File: config.mk
export PLATFORM = sky130hd
export DESIGN_NAME = nvm_command_sequencer
export DESIGN_NICKNAME = d
export VERILOG_FILES = /design/src/verilog/nvm_seq_pkg.sv /design/src/verilog/nvm_command_sequencer.sv
export SDC_FILE = /design/constraint.sdc
export NUM_CORES = 1
export LEC_CHECK = 0
export ABC_AREA = 0
export BUFFER_PORTS_ARGS = -buffer_cell sky130_fd_sc_hd__buf_4
export CAP_MARGIN = 20
export CORE_MARGIN = 2
export CORE_UTILIZATION = 35
export DETAILED_ROUTE_END_ITERATION = 16
export PLACE_DENSITY_LB_ADDON = 0.25
export SLEW_MARGIN = 20
export SYNTH_ARGS = -nofsm -noshare
export SYNTH_HDL_FRONTEND = slang
export SYNTH_SLANG_ARGS = --single-unit
File: constraint.sdc
create_clock -name I_CORE_CLK -period 3.2 [get_ports I_CORE_CLK]
set_input_delay 0.64 -clock I_CORE_CLK [delete_from_list [all_inputs] [get_ports I_CORE_CLK]]
set_output_delay 0.64 -clock I_CORE_CLK [all_outputs]
set_load 0.1 [all_outputs]
File: src/verilog/nvm_seq_pkg.sv
// Purpose: Shared constants and types for the flash/EEPROM command sequencer.
// Assumes: Core clock of 125 MHz; timing clock made by an integer divider.
// Notes:   Command codes, tick counts and the state record live here.
//
// What this block does
// RULE1: Divider written once, before any command accepted
// RULE2: Byte 9, sector 4000, mass 20000 ticks
// RULE3: Burst follow-on byte and abort take 4 ticks
// RULE4: Array write latches address and data first
// RULE5: Accept blank check, byte and burst program codes
// RULE6: Accept sector erase, mass erase, abort codes
// RULE7: Writing one to buffer-empty launches command
// RULE8: Writing zero mid-sequence cancels, sets access error
// RULE9: Complete flag sets when operation finishes
// RULE10: Mass erase only when nothing is protected
// RULE11: Burst keeps high voltage if queued, same block
// RULE12: First or new-block byte takes standard time
// RULE13: Abort: array write, code, then launch
// RULE14: Abort cutting erase short sets error at completion
// RULE15: Erase finishing normally under abort sets no error
// RULE16: No buffer-empty after abort; new sequence errors
// RULE17: Access error cleared by one; blocks commands
// RULE18: Array write errors without divider or buffer-empty
// RULE19: Second write or stray control write errors
// RULE20: Unknown command code sets access error
// RULE21: Stop during program or erase aborts with error
// RULE22: Secured debug may only blank check, mass erase
// RULE23: Reset clears sequence state, leaves block idle
package nvm_seq_pkg;

    localparam int ADDR_W = 16;
    localparam int DATA_W = 8;
    localparam int DIV_W  = 10;
    localparam int CNT_W  = 15;
    localparam int BLOCK_LSB = 5;

    // Timing clock window and core clock
    localparam int CORE_CLK_HZ   = 125_000_000;
    localparam int TCLK_MIN_HZ   = 150_000;
    localparam int TCLK_MAX_HZ   = 200_000;
    localparam int DIV_FOR_MAX   = (CORE_CLK_HZ + TCLK_MAX_HZ - 1) / TCLK_MAX_HZ - 1;

    localparam logic [7:0] CMD_BLANK   = 8'h05;
    localparam logic [7:0] CMD_BYTE    = 8'h20;
    localparam logic [7:0] CMD_BURST   = 8'h25;
    localparam logic [7:0] CMD_SECTOR  = 8'h40;
    localparam logic [7:0] CMD_MASS    = 8'h41;
    localparam logic [7:0] CMD_ABORT   = 8'h47;

    localparam logic [CNT_W-1:0] TICKS_BYTE   = 15'h0009;
    localparam logic [CNT_W-1:0] TICKS_BURST  = 15'h0004;
    localparam logic [CNT_W-1:0] TICKS_SECTOR = 15'h0FA0;
    localparam logic [CNT_W-1:0] TICKS_MASS   = 15'h4E20;
    localparam logic [CNT_W-1:0] TICKS_ABORT  = 15'h0004;
    localparam logic [CNT_W-1:0] TICKS_BLANK  = 15'h0009;

    typedef enum logic [1:0] {
        SEQ_IDLE = 2'b00,
        SEQ_ADDR = 2'b01,
        SEQ_CMD  = 2'b10
    } seq_t;

    typedef enum logic [1:0] {
        EX_IDLE = 2'b00,
        EX_RUN  = 2'b01
    } exec_t;

    typedef struct packed {
        logic [7:0]        code;
        logic [ADDR_W-1:0] addr;
        logic [DATA_W-1:0] data;
    } op_t;

    localparam op_t OP_RESET = '{code: 8'h00, addr: 16'h0000, data: 8'h00};

    typedef struct packed {
        logic              div_set;
        logic [DIV_W-1:0]  div_val;
        logic [DIV_W-1:0]  presc;
        logic              cbef;
        logic              ccf;
        logic              acc_err;
        seq_t              seq;
        op_t               latch;
        logic              pend;
        op_t               queued;
        exec_t             exec;
        op_t               cur;
        logic [CNT_W-1:0]  remain;
        logic              hv;
        logic              abort_hit;
        logic              tick;
    } state_t;

endpackage : nvm_seq_pkg
File: src/verilog/nvm_command_sequencer.sv
// Purpose: Flash/EEPROM command sequencer with write-protocol checking.
// Assumes: All inputs synchronous to I_CORE_CLK; write strobes one cycle.
// Notes:   Timing clock tick every (divider + 1) core cycles.
`timescale 1ns/1ps
`default_nettype none

module nvm_command_sequencer (
    // Clock and reset
    input  wire logic                           I_CORE_CLK,
    input  wire logic                           I_NRST,
    // Array write
    input  wire logic                           I_ARRAY_WR,
    input  wire logic [nvm_seq_pkg::ADDR_W-1:0] I_ARRAY_ADDR,
    input  wire logic [nvm_seq_pkg::DATA_W-1:0] I_ARRAY_DATA,
    // Command register write
    input  wire logic                           I_CMD_WR,
    input  wire logic [7:0]                     I_CMD_CODE,
    input  wire logic                           I_DEBUG_ACCESS,
    // Status register write
    input  wire logic                           I_STAT_WR,
    input  wire logic                           I_STAT_CBEF,
    input  wire logic                           I_STAT_ACC_ERR,
    // Divider and other control writes
    input  wire logic                           I_DIV_WR,
    input  wire logic [nvm_seq_pkg::DIV_W-1:0]  I_DIV_VALUE,
    input  wire logic                           I_CTRL_WR,
    // System conditions
    input  wire logic                           I_STOP,
    input  wire logic                           I_SECURED,
    input  wire logic                           I_PROTECTED,
    // Status
    output logic                                O_CBEF,
    output logic                                O_CCF,
    output logic                                O_ACC_ERR,
    output logic                                O_DIV_SET,
    // Array operation
    output logic                                O_HV_EN,
    output logic                                O_BUSY,
    output logic                                O_TICK,
    output logic [7:0]                          O_OP_CODE,
    output logic [nvm_seq_pkg::ADDR_W-1:0]      O_OP_ADDR,
    output logic [nvm_seq_pkg::DATA_W-1:0]      O_OP_DATA
);

    nvm_seq_pkg::state_t st_reg;
    nvm_seq_pkg::state_t st_next;

    function automatic logic code_valid(input logic [7:0] c);
        code_valid = (c == nvm_seq_pkg::CMD_BLANK) || (c == nvm_seq_pkg::CMD_BYTE)
                  || (c == nvm_seq_pkg::CMD_BURST) || (c == nvm_seq_pkg::CMD_SECTOR)
                  || (c == nvm_seq_pkg::CMD_MASS)  || (c == nvm_seq_pkg::CMD_ABORT);
    endfunction : code_valid

    // Standard duration of a fresh command in timing ticks
    function automatic logic [nvm_seq_pkg::CNT_W-1:0] base_ticks(input logic [7:0] c);
        case (c)
            nvm_seq_pkg::CMD_SECTOR: base_ticks = nvm_seq_pkg::TICKS_SECTOR; // see RULE2
            nvm_seq_pkg::CMD_MASS:   base_ticks = nvm_seq_pkg::TICKS_MASS;   // see RULE2
            nvm_seq_pkg::CMD_ABORT:  base_ticks = nvm_seq_pkg::TICKS_ABORT;  // see RULE3
            nvm_seq_pkg::CMD_BLANK:  base_ticks = nvm_seq_pkg::TICKS_BLANK;
            default:                 base_ticks = nvm_seq_pkg::TICKS_BYTE;   // see RULE2
        endcase
    endfunction : base_ticks

    logic launch_ok;
    logic secured_debug_bad;
    logic erase_active;
    logic finish;

    always_comb begin
        secured_debug_bad = I_DEBUG_ACCESS && I_SECURED
                         && ((I_CMD_CODE == nvm_seq_pkg::CMD_BYTE)
                          || (I_CMD_CODE == nvm_seq_pkg::CMD_BURST)
                          || (I_CMD_CODE == nvm_seq_pkg::CMD_SECTOR)
                          || (I_CMD_CODE == nvm_seq_pkg::CMD_ABORT));
        erase_active = (st_reg.exec == nvm_seq_pkg::EX_RUN)
                    && (st_reg.cur.code == nvm_seq_pkg::CMD_SECTOR);
        finish = (st_reg.exec == nvm_seq_pkg::EX_RUN) && st_reg.tick
              && (st_reg.remain == nvm_seq_pkg::CNT_W'(1));
        launch_ok = I_STAT_WR && I_STAT_CBEF && (st_reg.seq == nvm_seq_pkg::SEQ_CMD)
                 && !st_reg.acc_err;                                   // see RULE17
    end

    always_comb begin
        logic set_err;
        logic start_pend;
        logic same_burst;
        set_err    = 1'b0;
        start_pend = 1'b0;
        same_burst = 1'b0;
        st_next    = st_reg;

        // Timing clock prescaler, idle until the divider is set
        st_next.tick = 1'b0;
        if (st_reg.div_set) begin
            if (st_reg.presc == st_reg.div_val) begin
                st_next.presc = '0;
                st_next.tick  = 1'b1;
            end else begin
                st_next.presc = st_reg.presc + nvm_seq_pkg::DIV_W'(1);
            end
        end

        // Divider: one write only, before any sequence
        if (I_DIV_WR && !st_reg.div_set) begin
            if (st_reg.seq != nvm_seq_pkg::SEQ_IDLE) begin
                set_err = 1'b1;                                        // see RULE19
            end else begin
                st_next.div_set = 1'b1;                                // see RULE1
                st_next.div_val = I_DIV_VALUE;
            end
        end else if (I_DIV_WR && st_reg.seq != nvm_seq_pkg::SEQ_IDLE) begin
            set_err = 1'b1;                                            // see RULE19
        end

        // Other control register written mid-sequence
        if (I_CTRL_WR && st_reg.seq != nvm_seq_pkg::SEQ_IDLE) begin
            set_err = 1'b1;                                            // see RULE19
        end

        // Step one: array write latches address and data
        if (I_ARRAY_WR) begin
            if (!st_reg.div_set || !st_reg.cbef || st_reg.acc_err
                || st_reg.seq != nvm_seq_pkg::SEQ_IDLE) begin
                set_err = 1'b1;                                        // see RULE18, RULE16, RULE19
            end else begin
                st_next.seq        = nvm_seq_pkg::SEQ_ADDR;            // see RULE4
                st_next.latch.addr = I_ARRAY_ADDR;
                st_next.latch.data = I_ARRAY_DATA;
            end
        end

        // Step two: command code into the command buffer
        if (I_CMD_WR) begin
            if (st_reg.seq != nvm_seq_pkg::SEQ_ADDR || !code_valid(I_CMD_CODE)
                || secured_debug_bad) begin
                set_err = 1'b1;                                        // see RULE19, RULE20, RULE22
            end else begin
                st_next.seq        = nvm_seq_pkg::SEQ_CMD;             // see RULE5, RULE6
                st_next.latch.code = I_CMD_CODE;
            end
        end

        // Status write: cancel, out-of-order launch, or error clear
        if (I_STAT_WR) begin
            if (!I_STAT_CBEF && st_reg.seq != nvm_seq_pkg::SEQ_IDLE) begin
                set_err = 1'b1;                                        // see RULE8
            end else if (I_STAT_CBEF && st_reg.seq == nvm_seq_pkg::SEQ_ADDR) begin
                set_err = 1'b1;                                        // see RULE19
            end
            if (I_STAT_ACC_ERR) begin
                st_next.acc_err = 1'b0;                                // see RULE17
            end
        end

        // Executor countdown and completion
        if (st_reg.exec == nvm_seq_pkg::EX_RUN && st_reg.tick && !finish) begin
            st_next.remain = st_reg.remain - nvm_seq_pkg::CNT_W'(1);
        end
        if (finish) begin
            if (st_reg.abort_hit) begin
                set_err = 1'b1;                                        // see RULE14
            end
            st_next.abort_hit = 1'b0;
            same_burst = st_reg.pend && st_reg.cur.code == nvm_seq_pkg::CMD_BURST
                      && st_reg.queued.code == nvm_seq_pkg::CMD_BURST;
            if (!same_burst) begin
                st_next.hv = 1'b0;                                     // see RULE12
            end
            if (st_reg.pend) begin
                start_pend = 1'b1;
            end else begin
                st_next.exec = nvm_seq_pkg::EX_IDLE;
                st_next.ccf  = 1'b1;                                   // see RULE9
                st_next.cbef = 1'b1;
            end
        end

        // Step three: launch
        if (launch_ok) begin
            st_next.seq  = nvm_seq_pkg::SEQ_IDLE;
            st_next.cbef = 1'b0;                                       // see RULE7
            st_next.ccf  = 1'b0;
            if (st_reg.latch.code == nvm_seq_pkg::CMD_MASS && I_PROTECTED) begin
                set_err      = 1'b1;                                   // see RULE10
                st_next.cbef = st_reg.cbef;
                st_next.ccf  = st_reg.ccf;
            end else if (st_reg.latch.code == nvm_seq_pkg::CMD_ABORT && erase_active
                         && !finish) begin                             // see RULE13
                // Abort shortens a running sector erase; buffer stays not-empty
                if (st_reg.remain > nvm_seq_pkg::TICKS_ABORT) begin
                    st_next.remain    = nvm_seq_pkg::TICKS_ABORT;      // see RULE3
                    st_next.abort_hit = 1'b1;                          // see RULE14
                end                                                    // see RULE15, RULE16
            end else if (st_reg.exec == nvm_seq_pkg::EX_IDLE || (finish && !st_reg.pend)) begin
                st_next.exec   = nvm_seq_pkg::EX_RUN;
                st_next.cur    = st_reg.latch;
                st_next.remain = base_ticks(st_reg.latch.code);        // see RULE12
                st_next.hv     = (st_reg.latch.code != nvm_seq_pkg::CMD_BLANK)
                              && (st_reg.latch.code != nvm_seq_pkg::CMD_ABORT);
                st_next.cbef   = (st_reg.latch.code != nvm_seq_pkg::CMD_ABORT);
            end else begin
                st_next.pend   = 1'b1;
                st_next.queued = st_reg.latch;
            end
        end

        // Queued command enters the executor
        if (start_pend) begin
            st_next.pend   = 1'b0;
            st_next.cur    = st_reg.queued;
            st_next.cbef   = (st_reg.queued.code != nvm_seq_pkg::CMD_ABORT);
            st_next.hv     = (st_reg.queued.code != nvm_seq_pkg::CMD_BLANK)
                          && (st_reg.queued.code != nvm_seq_pkg::CMD_ABORT);
            if (same_burst && st_reg.hv
                && st_reg.queued.addr[nvm_seq_pkg::ADDR_W-1:nvm_seq_pkg::BLOCK_LSB]
                   == st_reg.cur.addr[nvm_seq_pkg::ADDR_W-1:nvm_seq_pkg::BLOCK_LSB]) begin
                st_next.remain = nvm_seq_pkg::TICKS_BURST;             // see RULE11, RULE3
            end else begin
                st_next.remain = base_ticks(st_reg.queued.code);       // see RULE12
            end
        end

        // Stop mode kills a running operation
        if (I_STOP && st_reg.exec == nvm_seq_pkg::EX_RUN) begin
            set_err           = 1'b1;                                  // see RULE21
            st_next.exec      = nvm_seq_pkg::EX_IDLE;
            st_next.pend      = 1'b0;
            st_next.hv        = 1'b0;
            st_next.abort_hit = 1'b0;
            st_next.ccf       = 1'b1;
            st_next.cbef      = 1'b1;
        end

        // Any error drops a partial sequence; set beats clear
        if (set_err) begin
            st_next.acc_err = 1'b1;                                    // see RULE17
            if (!launch_ok) begin
                st_next.seq = nvm_seq_pkg::SEQ_IDLE;                   // see RULE8
            end
        end
    end

    always_ff @(posedge I_CORE_CLK or negedge I_NRST) begin
        if (!I_NRST) begin
            st_reg.div_set   <= 1'b0;                                  // see RULE23
            st_reg.div_val   <= '0;
            st_reg.presc     <= '0;
            st_reg.cbef      <= 1'b1;
            st_reg.ccf       <= 1'b1;
            st_reg.acc_err   <= 1'b0;
            st_reg.seq       <= nvm_seq_pkg::SEQ_IDLE;
            st_reg.latch     <= nvm_seq_pkg::OP_RESET;
            st_reg.pend      <= 1'b0;
            st_reg.queued    <= nvm_seq_pkg::OP_RESET;
            st_reg.exec      <= nvm_seq_pkg::EX_IDLE;
            st_reg.cur       <= nvm_seq_pkg::OP_RESET;
            st_reg.remain    <= '0;
            st_reg.hv        <= 1'b0;
            st_reg.abort_hit <= 1'b0;
            st_reg.tick      <= 1'b0;
        end else begin
            st_reg <= st_next;
        end
    end

    // Outputs are fields of the state register
    assign O_CBEF    = st_reg.cbef;
    assign O_CCF     = st_reg.ccf;
    assign O_ACC_ERR = st_reg.acc_err;
    assign O_DIV_SET = st_reg.div_set;
    assign O_HV_EN   = st_reg.hv;
    assign O_BUSY    = st_reg.exec[0];  // Only the run code has bit 0 set
    assign O_TICK    = st_reg.tick;
    assign O_OP_CODE = st_reg.cur.code;
    assign O_OP_ADDR = st_reg.cur.addr;
    assign O_OP_DATA = st_reg.cur.data;

endmodule : nvm_command_sequencer

`default_nettype wire

==> results of run 1 <==
## power groups by stage
stage | sequential [mW] | combinational [mW] | clock, mW
floorplan | 1.96 | 0.164 | 0
detailed placement | 1.98 | 0.298 | 0
finish | 1.95 | 0.292 | 2.11
global route | 1.96 | 0.334 | 2.24
CTS | 1.95 | 0.299 | 2.15
global placement | 1.98 | 0.283 | 0
## worst max-delay path by stage
stage,startpoint,endpoint,slack (ns),cells after the start
floorplan,O_BUSY,st_reg[54],0.29,7
global placement,I_STAT_CBEF,st_reg[67],0.50,8
detailed placement,I_STAT_CBEF,st_reg[69],0.46,8
CTS,st_reg[4],st_reg[6],0.59,8
global route,st_reg[4],st_reg[14],0.41,8
finish,st_reg[4],st_reg[14],0.63,8
## per-layer routing
layer	GRT usage, %	up-vias
li1	-	2382
met1	21.9	2494
met2	29.2	98
met3	4.07	21
met4	5.83	0
met5	0	-
## worst reg2reg max path, delay by kind of cell, from the launching register on
family	cells	cell delay, ns
buffers and inverters	1	0.13
and+or+nand+nor	3	1.23
adders and majority gates	1	0.19
DFF	1	0.39
AOI/OAI and AO/OA	3	0.50
## kinds of logic after synthesis
group,after synthesis,share of synthesized area (%)
fa+ha+maj,4,0.723
flops,143,51.8
simple gates,217,15.7
mux,73,11.8
compound gates,91,8.99
buf+inv,64,5.77
xor+xnor,41,5.19
## per-stage QoR
step / setup WS (ns) / std cells / cell area [um2]
after floorplan: 0.290 / 633 / 6920
after global placement: 0.499 / 958 / 7760
after detailed placement: 0.462 / 958 / 7760
after CTS: 0.593 / 990 / 8390
after global routing: 0.409 / 990 / 8390
final: 0.629 / 991 / 8390
## final cells by class
cell class | instances | area [um2]
Antenna cell | 1 | 2.50
Fill cell | 1865 | 11000
Multi-Input combinational cell | 426 | 2940
Sequential cell | 143 | 3580
Inverter | 11 | 41.3
Tap cell | 265 | 332
Clock buffer | 19 | 443
Clock inverter | 13 | 186
Timing Repair Buffer | 113 | 865
## cells in the final DEF (no fill, tap or decap), drive strengths merged, types with 17 or more instances in the layout
cell / netlist / routed
a21oi: 18 / 18
a22oi: 25 / 25
xnor2: 34 / 34
nor2: 32 / 32
dfrtp: 141 / 141
mux2: 71 / 71
nand2: 90 / 90
buf: 48 / 113
clkbuf: 5 / 19
nand3: 17 / 17
==> flow_summary_export.csv, run 1 <==
group,metric,value,unit
status,status,"finished clean",
pwr,pwr-share-comb,6.7,%
pwr,swShare,22.9,%
grt,grt_max_degree,68,
yosys,synth_common_cells,"dfrtp_1 (141), nand2_1 (90), mux2_2 (71)",
yosys,synth_edf_count,0,
grt,grt_usage,17.3,%
sta,finClkSkew,0.00726,ns
sta,worst_slew_pin_slew,0.753,ns
clock_tree,cts_made_buffers,17,
pwr,p_seq_share,44.8,%
setup_path,crit_path_end_kind,"register",
setup_path,rr_worst_depth,8,
drt,met1_length,7430,um
pwr,p_switching,0.996,mW
drt,wl_met3,820,um
yosys,synthArstFlopShare,100,%
drt,routedWlPerCell,17.2,um
yosys,ys_top_cells_by_area,"dfrtp_1 (51%), mux2_2 (12%), nand2_1 (4.9%), xnor2_1 (4.3%), buf_4 (3.6%)",
cells_and_area,final_util,43.3,%
setup_path,crit_arrival,2.84,ns
drt,postRouteWirelength,17000,um
yosys,yosysTopAreaCell,"dfrtp_1",
grt,grt_pass1_vias,5296,
pwr,p_int,3.35,mW
yosys,synthFlopType,"dfrtp_1",
floorplanning,initial_core_util,35.7,%
setup_path,path_class,"register to register",
floorplanning,rows,51,
yosys,synth_cell_types,65,
floorplanning,design.core.area,0.0194,mm2
drt,first_iter_violations,314,
drt,vias,4995,
pwr,ir_drop,0.362,mV
job,max-cap-violations,0,
setup_path,worstSetupStartpointType,"register",
setup_path,regToRegEndpoint,"st_reg[14]",
sta,slew_violations,0,
cells_and_area,largest_register_ffs,104,
setup_path,crit_required,3.47,ns
sta,rsz0062_at_grt,"no",
pwr,powerDensity,518,mW/mm2
setup_path,r2r-start,"st_reg[4]",
pwr,p_clk_share,48.5,%
setup_path,path_cells,"inv_1, ha_1, or3b_2, nor4_4, a31o_2, a21oi_1, nor2_1, o21ai_0",
setup_path,cp_top_family,"simple AND/OR/NAND/NOR gates",
yosys,synthCells,633,
sta,layout_min_cycle_time,2.57,ns
sta,relSlewSlack,49.6,%
drt,routed.top_layer,"met4",
yosys,yosysMostFrequentCell,"dfrtp_1",
clock_tree,cts_hold_buf,0,
drt,ant_nets,0,
sta,fin_crit_sh,80.4,%
clock_tree,ctsResizeCount,0,
yosys,ys_seq_elements,143,
drt,met2WireLength,8490,um
yosys,synth_top_area_share,51.0,%
setup_path,slowest_delay,0.50,ns
grt,grt_overflow_total,0,
yosys,synth_seq_area_share,51.8,%
pwr,leakage,3.88,nW
clock_tree,insertion_delay,0.42,ns
cells_and_area,area_growth,21.3,%
clock_tree,cts_tree,"yes",
clock_tree,root_buffer,"clkbuf_16",
sta,fmax,0.389,GHz
clock_tree,clkTransAtPathRegs,0.06,ns
hold_path,hp-class,"primary input to async pin",
grt,antenna_found_initial,1,
floorplanning,die_h,145,um
clock_tree,cts_max_path_buffers,2,
floorplanning,die_x,145,um
placed_design,dp_hpwl,12400,um
setup_path,reg2reg_slack,0.63,ns
placed_design,gp_congestion,0.898,
clock_tree,htree_levels,4,
sta,finalHoldViolCount,0,
yosys,syn_area,0.00692,mm2
floorplanning,ioPinCount,94,
yosys,avgSynthCellArea,10.9,um2
sta,holdWs,0.199,ns
drt,drc,0,
setup_path,worstPathMaxFanout,7,
cells_and_area,drive_gt1_share,31.6,%
cells_and_area,nNetsFinal,771,
yosys,syn-num-nets,692,
sta,setup_viol,0,
placed_design,portBuffers,93,
pwr,total_power,4.35,mW
floorplanning,dieArea,0.0209,mm2
grt,grt_pass1_wl,27800,um
drt,drt-vias-per-instance,5.04,
clock_tree,cts.sinks,143,
sta,tns,0,ns
clock_tree,post-cts-setup-buffers,0,
setup_path,slowest_stage,"or3b_2",
yosys,yosys_warnings,0,
drt,drt_pass1_iterations,4,
setup_path,path_buf_inv,1,
Power figures use the tool's default switching activity.
==> run 2, diff against run 1 <==
clock period = 2.4 ns   (was 3.2 ns; I/O delays follow)
==> run 2 against run 1 <==
Effect of this change:
- clock skew grew 0.0021 ns
- clock-buffer cell count increased by 1
- clock power is 25% higher
- hold slack better by 0.048 ns
- non-clock buffer count increased by 37
- critical path type unchanged
- largest cell class unchanged
- highest routed layer unchanged
==> flow_summary_export.csv, run 2 (synthesized netlist as in run 1, its figures left out) <==
group,metric,value,unit
drt,drt_pass1_iterations,5,
clock_tree,cts.sinks,143,
sta,relSlewSlack,62.0,%
sta,tns,0,ns
grt,grt_usage,17.3,%
cells_and_area,final_common_cell,"dfrtp_1",
grt,grt_overflow_total,0,
drt,routedWlPerCell,17.3,um
cells_and_area,mostFrequentLayoutCells,"dfrtp_1 (138), buf_4 (135), nand2_1 (89)",
sta,layout_min_cycle_time,2.38,ns
clock_tree,root_buffer,"clkbuf_16",
drt,drt-vias-per-instance,5.10,
pwr,p_int,4.29,mW
hold_path,min_path_cells,2,
cells_and_area,largest_register_ffs,104,
cells_and_area,nNetsFinal,808,
setup_path,r2r-start,"st_reg[16]",
pwr,total_power,5.63,mW
clock_tree,cts_max_path_buffers,2,
floorplanning,rows,51,
placed_design,gp_congestion,0.839,
hold_path,hp-class,"primary input to register",
drt,vias,5239,
hold_path,min_to,"st_reg[117]",
clock_tree,htree_levels,4,
drt,first_iter_violations,349,
sta,slew_violations,0,
status,status,"finished clean",
drt,drc,0,
pwr,ir_drop,0.484,mV
grt,grt_pass1_vias,5333,
drt,ant_nets,0,
floorplanning,ioPinCount,94,
pwr,leakage,4.11,nW
setup_path,worstPathMaxFanout,9,
job,max-cap-violations,0,
sta,setup_viol,0,
drt,postRouteWirelength,17700,um
setup_path,reg2reg_slack,0.02,ns
floorplanning,die_h,145,um
sta,fmax,0.421,GHz
cells_and_area,n_antenna_cell,0,
cells_and_area,fillerInstances,1803,
setup_path,regToRegEndpoint,"st_reg[82]",
sta,finClkSkew,0.00934,ns
placed_design,dp_hpwl,12600,um
cells_and_area,instances_no_fill,1027,
clock_tree,cts_made_buffers,17,
sta,worst_slew_pin_slew,0.565,ns
grt,grt_max_degree,56,
setup_path,rr_worst_depth,9,
pwr,p_switching,1.34,mW
setup_path,crit_arrival,2.68,ns
floorplanning,die_x,145,um
placed_design,portBuffers,93,
cells_and_area,final_util,45.7,%
setup_path,path_class,"register to register",
sta,holdWs,0.247,ns
cells_and_area,area_growth,28.1,%
clock_tree,clkTransAtPathRegs,0.06,ns
floorplanning,initial_core_util,35.7,%
setup_path,crit_required,2.71,ns
clock_tree,insertion_delay,0.43,ns
setup_path,crit_path_end_kind,"register",
clock_tree,cts_tree,"yes",
pwr,pwr-share-comb,7.0,%
sta,finalHoldViolCount,0,
grt,antenna_found_initial,0,
sta,rsz0062_at_grt,"yes",
hold_path,min_from,"I_CMD_WR",
pwr,swShare,23.8,%
floorplanning,design.core.area,0.0194,mm2
sta,fin_crit_sh,99.0,%
pwr,powerDensity,635,mW/mm2
pwr,p_clk_share,46.9,%
cells_and_area,drive_gt1_share,37.5,%
pwr,p_seq_share,46.1,%
grt,grt_pass1_wl,27800,um
placed_design,dpl.cell_count,986,
floorplanning,dieArea,0.0209,mm2
setup_path,worstSetupStartpointType,"register",
run 2: changes by cell type in the layout (fill, tap and decap cells not counted), sizes merged:
cell	previous run	this run
clkbuf	19	21
dlygate4sd3	0	1
bufinv	4	2
buf	113	148
diode	1	0
clkinvlp	1	2
run 2: critical path, stage by stage (launching register included):
cell	delay [ns]
dfrtp_1	0.40
nor4_1	0.32
buf_4	0.18
nand4_1	0.17
nor2_2	0.21
nor3_2	0.08
nor3b_4	0.23
buf_6	0.16
clkbuf_16	0.17
mux2_2	0.34
run 2: final cells by class:
type / count / area, um2 / share of cell area [%]
Multi-Input combinational cell: 426 / 3050 / 34.5
Clock buffer: 20 / 457 / 5.15
Sequential cell: 143 / 3590 / 40.5
Inverter: 11 / 41.3 / 0.466
Tap cell: 265 / 332 / 3.74
Clock inverter: 12 / 134 / 1.51
Timing Repair Buffer: 150 / 1250 / 14.2
run 2: metrics by stage:
step	area [um2]	setup slack [ns]
floorplan	6950	-0.0300
global placement	8050	-0.0561
detailed placement	8050	-0.0806
CTS	8650	0.000468
global route	8860	-0.0169
finish	8860	0.0236
run 2: how the worst max path moves through the flow:
stage                            from            to  slack (ns)  cells past startpoint
after floorplan             O_ACC_ERR    st_reg[54]       -0.03                      7
after global placement    I_STAT_CBEF    st_reg[68]       -0.06                      8
after detailed placement  I_STAT_CBEF    st_reg[83]       -0.08                      8
after CTS                   st_reg[4]    st_reg[83]      0.0005                     11
after global routing       st_reg[16]  O_OP_ADDR[3]       -0.02                      9
final                      st_reg[16]    st_reg[82]        0.02                      9
run 2: timing repair:
action / in CTS / in global routing
setup endpoints to repair: 1 / 75
gates resized for setup: 1 / 32
hold buffers: 1 / 0
pin swaps: 0 / 8
endpoints found under the hold margin: 38 / 0
setup buffers: 0 / 6
cloned: 0 / 2
run 2: power groups by stage:
stage	logic (mW)	clock network (mW)	registers, mW
final	0.392	2.64	2.60
after global placement	0.382	0	2.63
after floorplan	0.219	0	2.62
after detailed placement	0.402	0	2.64
after CTS	0.402	2.71	2.60
after global routing	0.451	2.82	2.61
run 2: routing by layer:
metal  track usage (%)  part of all wire (%)
met1              22.5                    43
met2              28.5                    50
met3              4.24                   5.1
met4              5.62                   1.4
met5                 0                     0
==> run 3, diff against run 2 <==
RECOVER_POWER = 25   (was default)
==> run 3 against run 2 <==
Effect of this change:
- global-route usage did not move
- power is essentially flat
- first-iteration DRC count down 2.9%
- fmax up 0.43%
- register-to-register slack hardly changed
- critical path depth is the same
- sequential power hardly changed
- utilization down 0.071 points
- combinational power hardly changed
- worst setup slack gained 0.010 ns
- design area shrank 0.16%
- critical path type unchanged
- largest power group unchanged
==> flow_summary_export.csv, run 3 (synthesized netlist as in run 1, its figures left out) <==
group,metric,value,unit
status,status,"finished clean",
cells_and_area,nNetsFinal,808,
sta,fin_crit_sh,98.6,%
sta,finalHoldViolCount,0,
floorplanning,die_x,145,um
clock_tree,cts.sinks,143,
drt,postRouteWirelength,17700,um
cells_and_area,fillerInstances,1806,
drt,wl_met3,863,um
setup_path,crit_path_end_kind,"register",
cells_and_area,final_util,45.6,%
placed_design,dp_hpwl,12600,um
placed_design,dpl.cell_count,986,
grt,antenna_found_initial,0,
setup_path,rr_worst_depth,9,
cells_and_area,mostFrequentLayoutCells,"dfrtp_1 (138), buf_4 (133), nand2_1 (89)",
drt,routedWlPerCell,17.3,um
grt,grt_pass1_vias,5333,
drt,drt-vias-per-instance,5.13,
sta,finClkSkew,0.0150,ns
clock_tree,clkTransAtPathRegs,0.06,ns
sta,slew_violations,0,
sta,worst_slew_pin_slew,1.09,ns
cells_and_area,largest_register_ffs,104,
setup_path,crit_required,2.71,ns
cells_and_area,drive_gt1_share,37.3,%
hold_path,min_path_cells,2,
grt,grt_overflow_total,0,
cells_and_area,instances_no_fill,1027,
clock_tree,htree_levels,4,
hold_path,hp-class,"primary input to register",
sta,setup_ws,0.0339,ns
sta,layout_min_cycle_time,2.37,ns
pwr,powerDensity,636,mW/mm2
placed_design,gp_congestion,0.839,
setup_path,startpoint,"st_reg[16]",
pwr,leakage,4.10,nW
setup_path,worstSetupStartpointType,"register",
drt,ant_nets,0,
pwr,ir_drop,0.484,mV
drt,vias,5269,
drt,drt_pass1_iterations,8,
floorplanning,ioPinCount,94,
job,max-cap-violations,0,
sta,fmax,0.423,GHz
floorplanning,dieArea,0.0209,mm2
drt,routed.top_layer,"met4",
cells_and_area,area_growth,27.9,%
grt,grt_max_degree,56,
grt,grt_usage,17.3,%
drt,met1_length,7710,um
floorplanning,rows,51,
floorplanning,die_h,145,um
sta,setup_viol,0,
setup_path,crit_arrival,2.67,ns
clock_tree,insertion_delay,0.43,ns
sta,tns,0,ns
pwr,total_power,5.63,mW
cells_and_area,final_common_cell,"dfrtp_1",
hold_path,min_from,"I_CMD_WR",
cells_and_area,n_antenna_cell,0,
clock_tree,cts_made_buffers,17,
placed_design,portBuffers,93,
drt,drc,0,
setup_path,worstPathMaxFanout,9,
setup_path,r2r-start,"st_reg[16]",
floorplanning,design.core.area,0.0194,mm2
sta,rsz0062_at_grt,"yes",
cells_and_area,multiInputGateArea,0.00305,mm2
drt,met2WireLength,8910,um
cells_and_area,regArea,0.00359,mm2
sta,relSlewSlack,27.6,%
placed_design,place_ws,-0.0806,ns
clock_tree,cts_max_path_buffers,2,
clock_tree,cts_tree,"yes",
setup_path,path_class,"register to register",
floorplanning,initial_core_util,35.7,%
clock_tree,root_buffer,"clkbuf_16",
grt,grt_pass1_wl,27800,um
drt,first_iter_violations,339,
## run 3: cell count changes in the layout (fill, tap and decap cells not counted), sizes merged
cell / previous run / this run
buf: 148 / 145
clkbuf: 21 / 24
## run 3: path summary, 6_finish.rpt
| check | to | slack (ns) |
|---|---|---|
| worst max register to register | st_reg[82] | 0.03 |
| max in group asynchronous | O_CBEF | 0.75 |
| worst min register to register | O_OP_ADDR[3] | 0.47 |
| worst min-delay path | st_reg[117] | 0.25 |
| min in group asynchronous | O_OP_CODE[7] | 0.79 |
| worst max-delay path | st_reg[82] | 0.03 |
## run 3: final cells by class
type                    count  share of cell area, %
inverters                  11                  0.467
clock inverters            12                   1.51
well taps                 265                   3.75
multi-input cells         426                   34.5
flip-flops and latches    143                   40.6
clock buffers              20                   5.16
repair buffers            150                   14.0
## run 3: critical path: stages, from the launching register on
cell and delay, ns:
dfrtp_1 0.40, nor4_1 0.32, buf_4 0.18, nand4_1 0.16
nor2_2 0.21, nor3_2 0.08, nor3b_4 0.23, buf_6 0.16
clkbuf_16 0.17, mux2_2 0.34
## run 3: metrics by stage
| stage | hold WS [ns] | instance area (um2) |
|---|---|---|
| CTS | 0.231 | 8650 |
| global route | 0.240 | 8850 |
| floorplan | 0.184 | 6950 |
| finish | 0.251 | 8850 |
| detailed placement | 0.426 | 8050 |
| global placement | 0.414 | 8050 |
## run 3: routing by layer
| layer | vias to the layer above | global-route usage (%) |
|---|---|---|
| met5 | - | 0 |
| met4 | 0 | 5.62 |
| met3 | 22 | 4.24 |
| met2 | 113 | 28.5 |
| met1 | 2677 | 22.5 |
| li1 | 2457 | - |
## run 3: repair_timing
item                                   CTS  global route
hold buffers                             1             0
resized for setup                        1            32
setup endpoints to repair                1            75
pin swaps                                0             8
setup buffers                            0             6
endpoints found under the hold margin   38             0
cloned                                   0             2
## run 3: power by group
part / total, mW / internal, mW / leakage [nW] / switching (mW)
Combinational: 0.391 / 0.206 / 1.97 / 0.185
Clock: 2.64 / 1.59 / 0.287 / 1.05
Sequential: 2.60 / 2.49 / 1.84 / 0.105
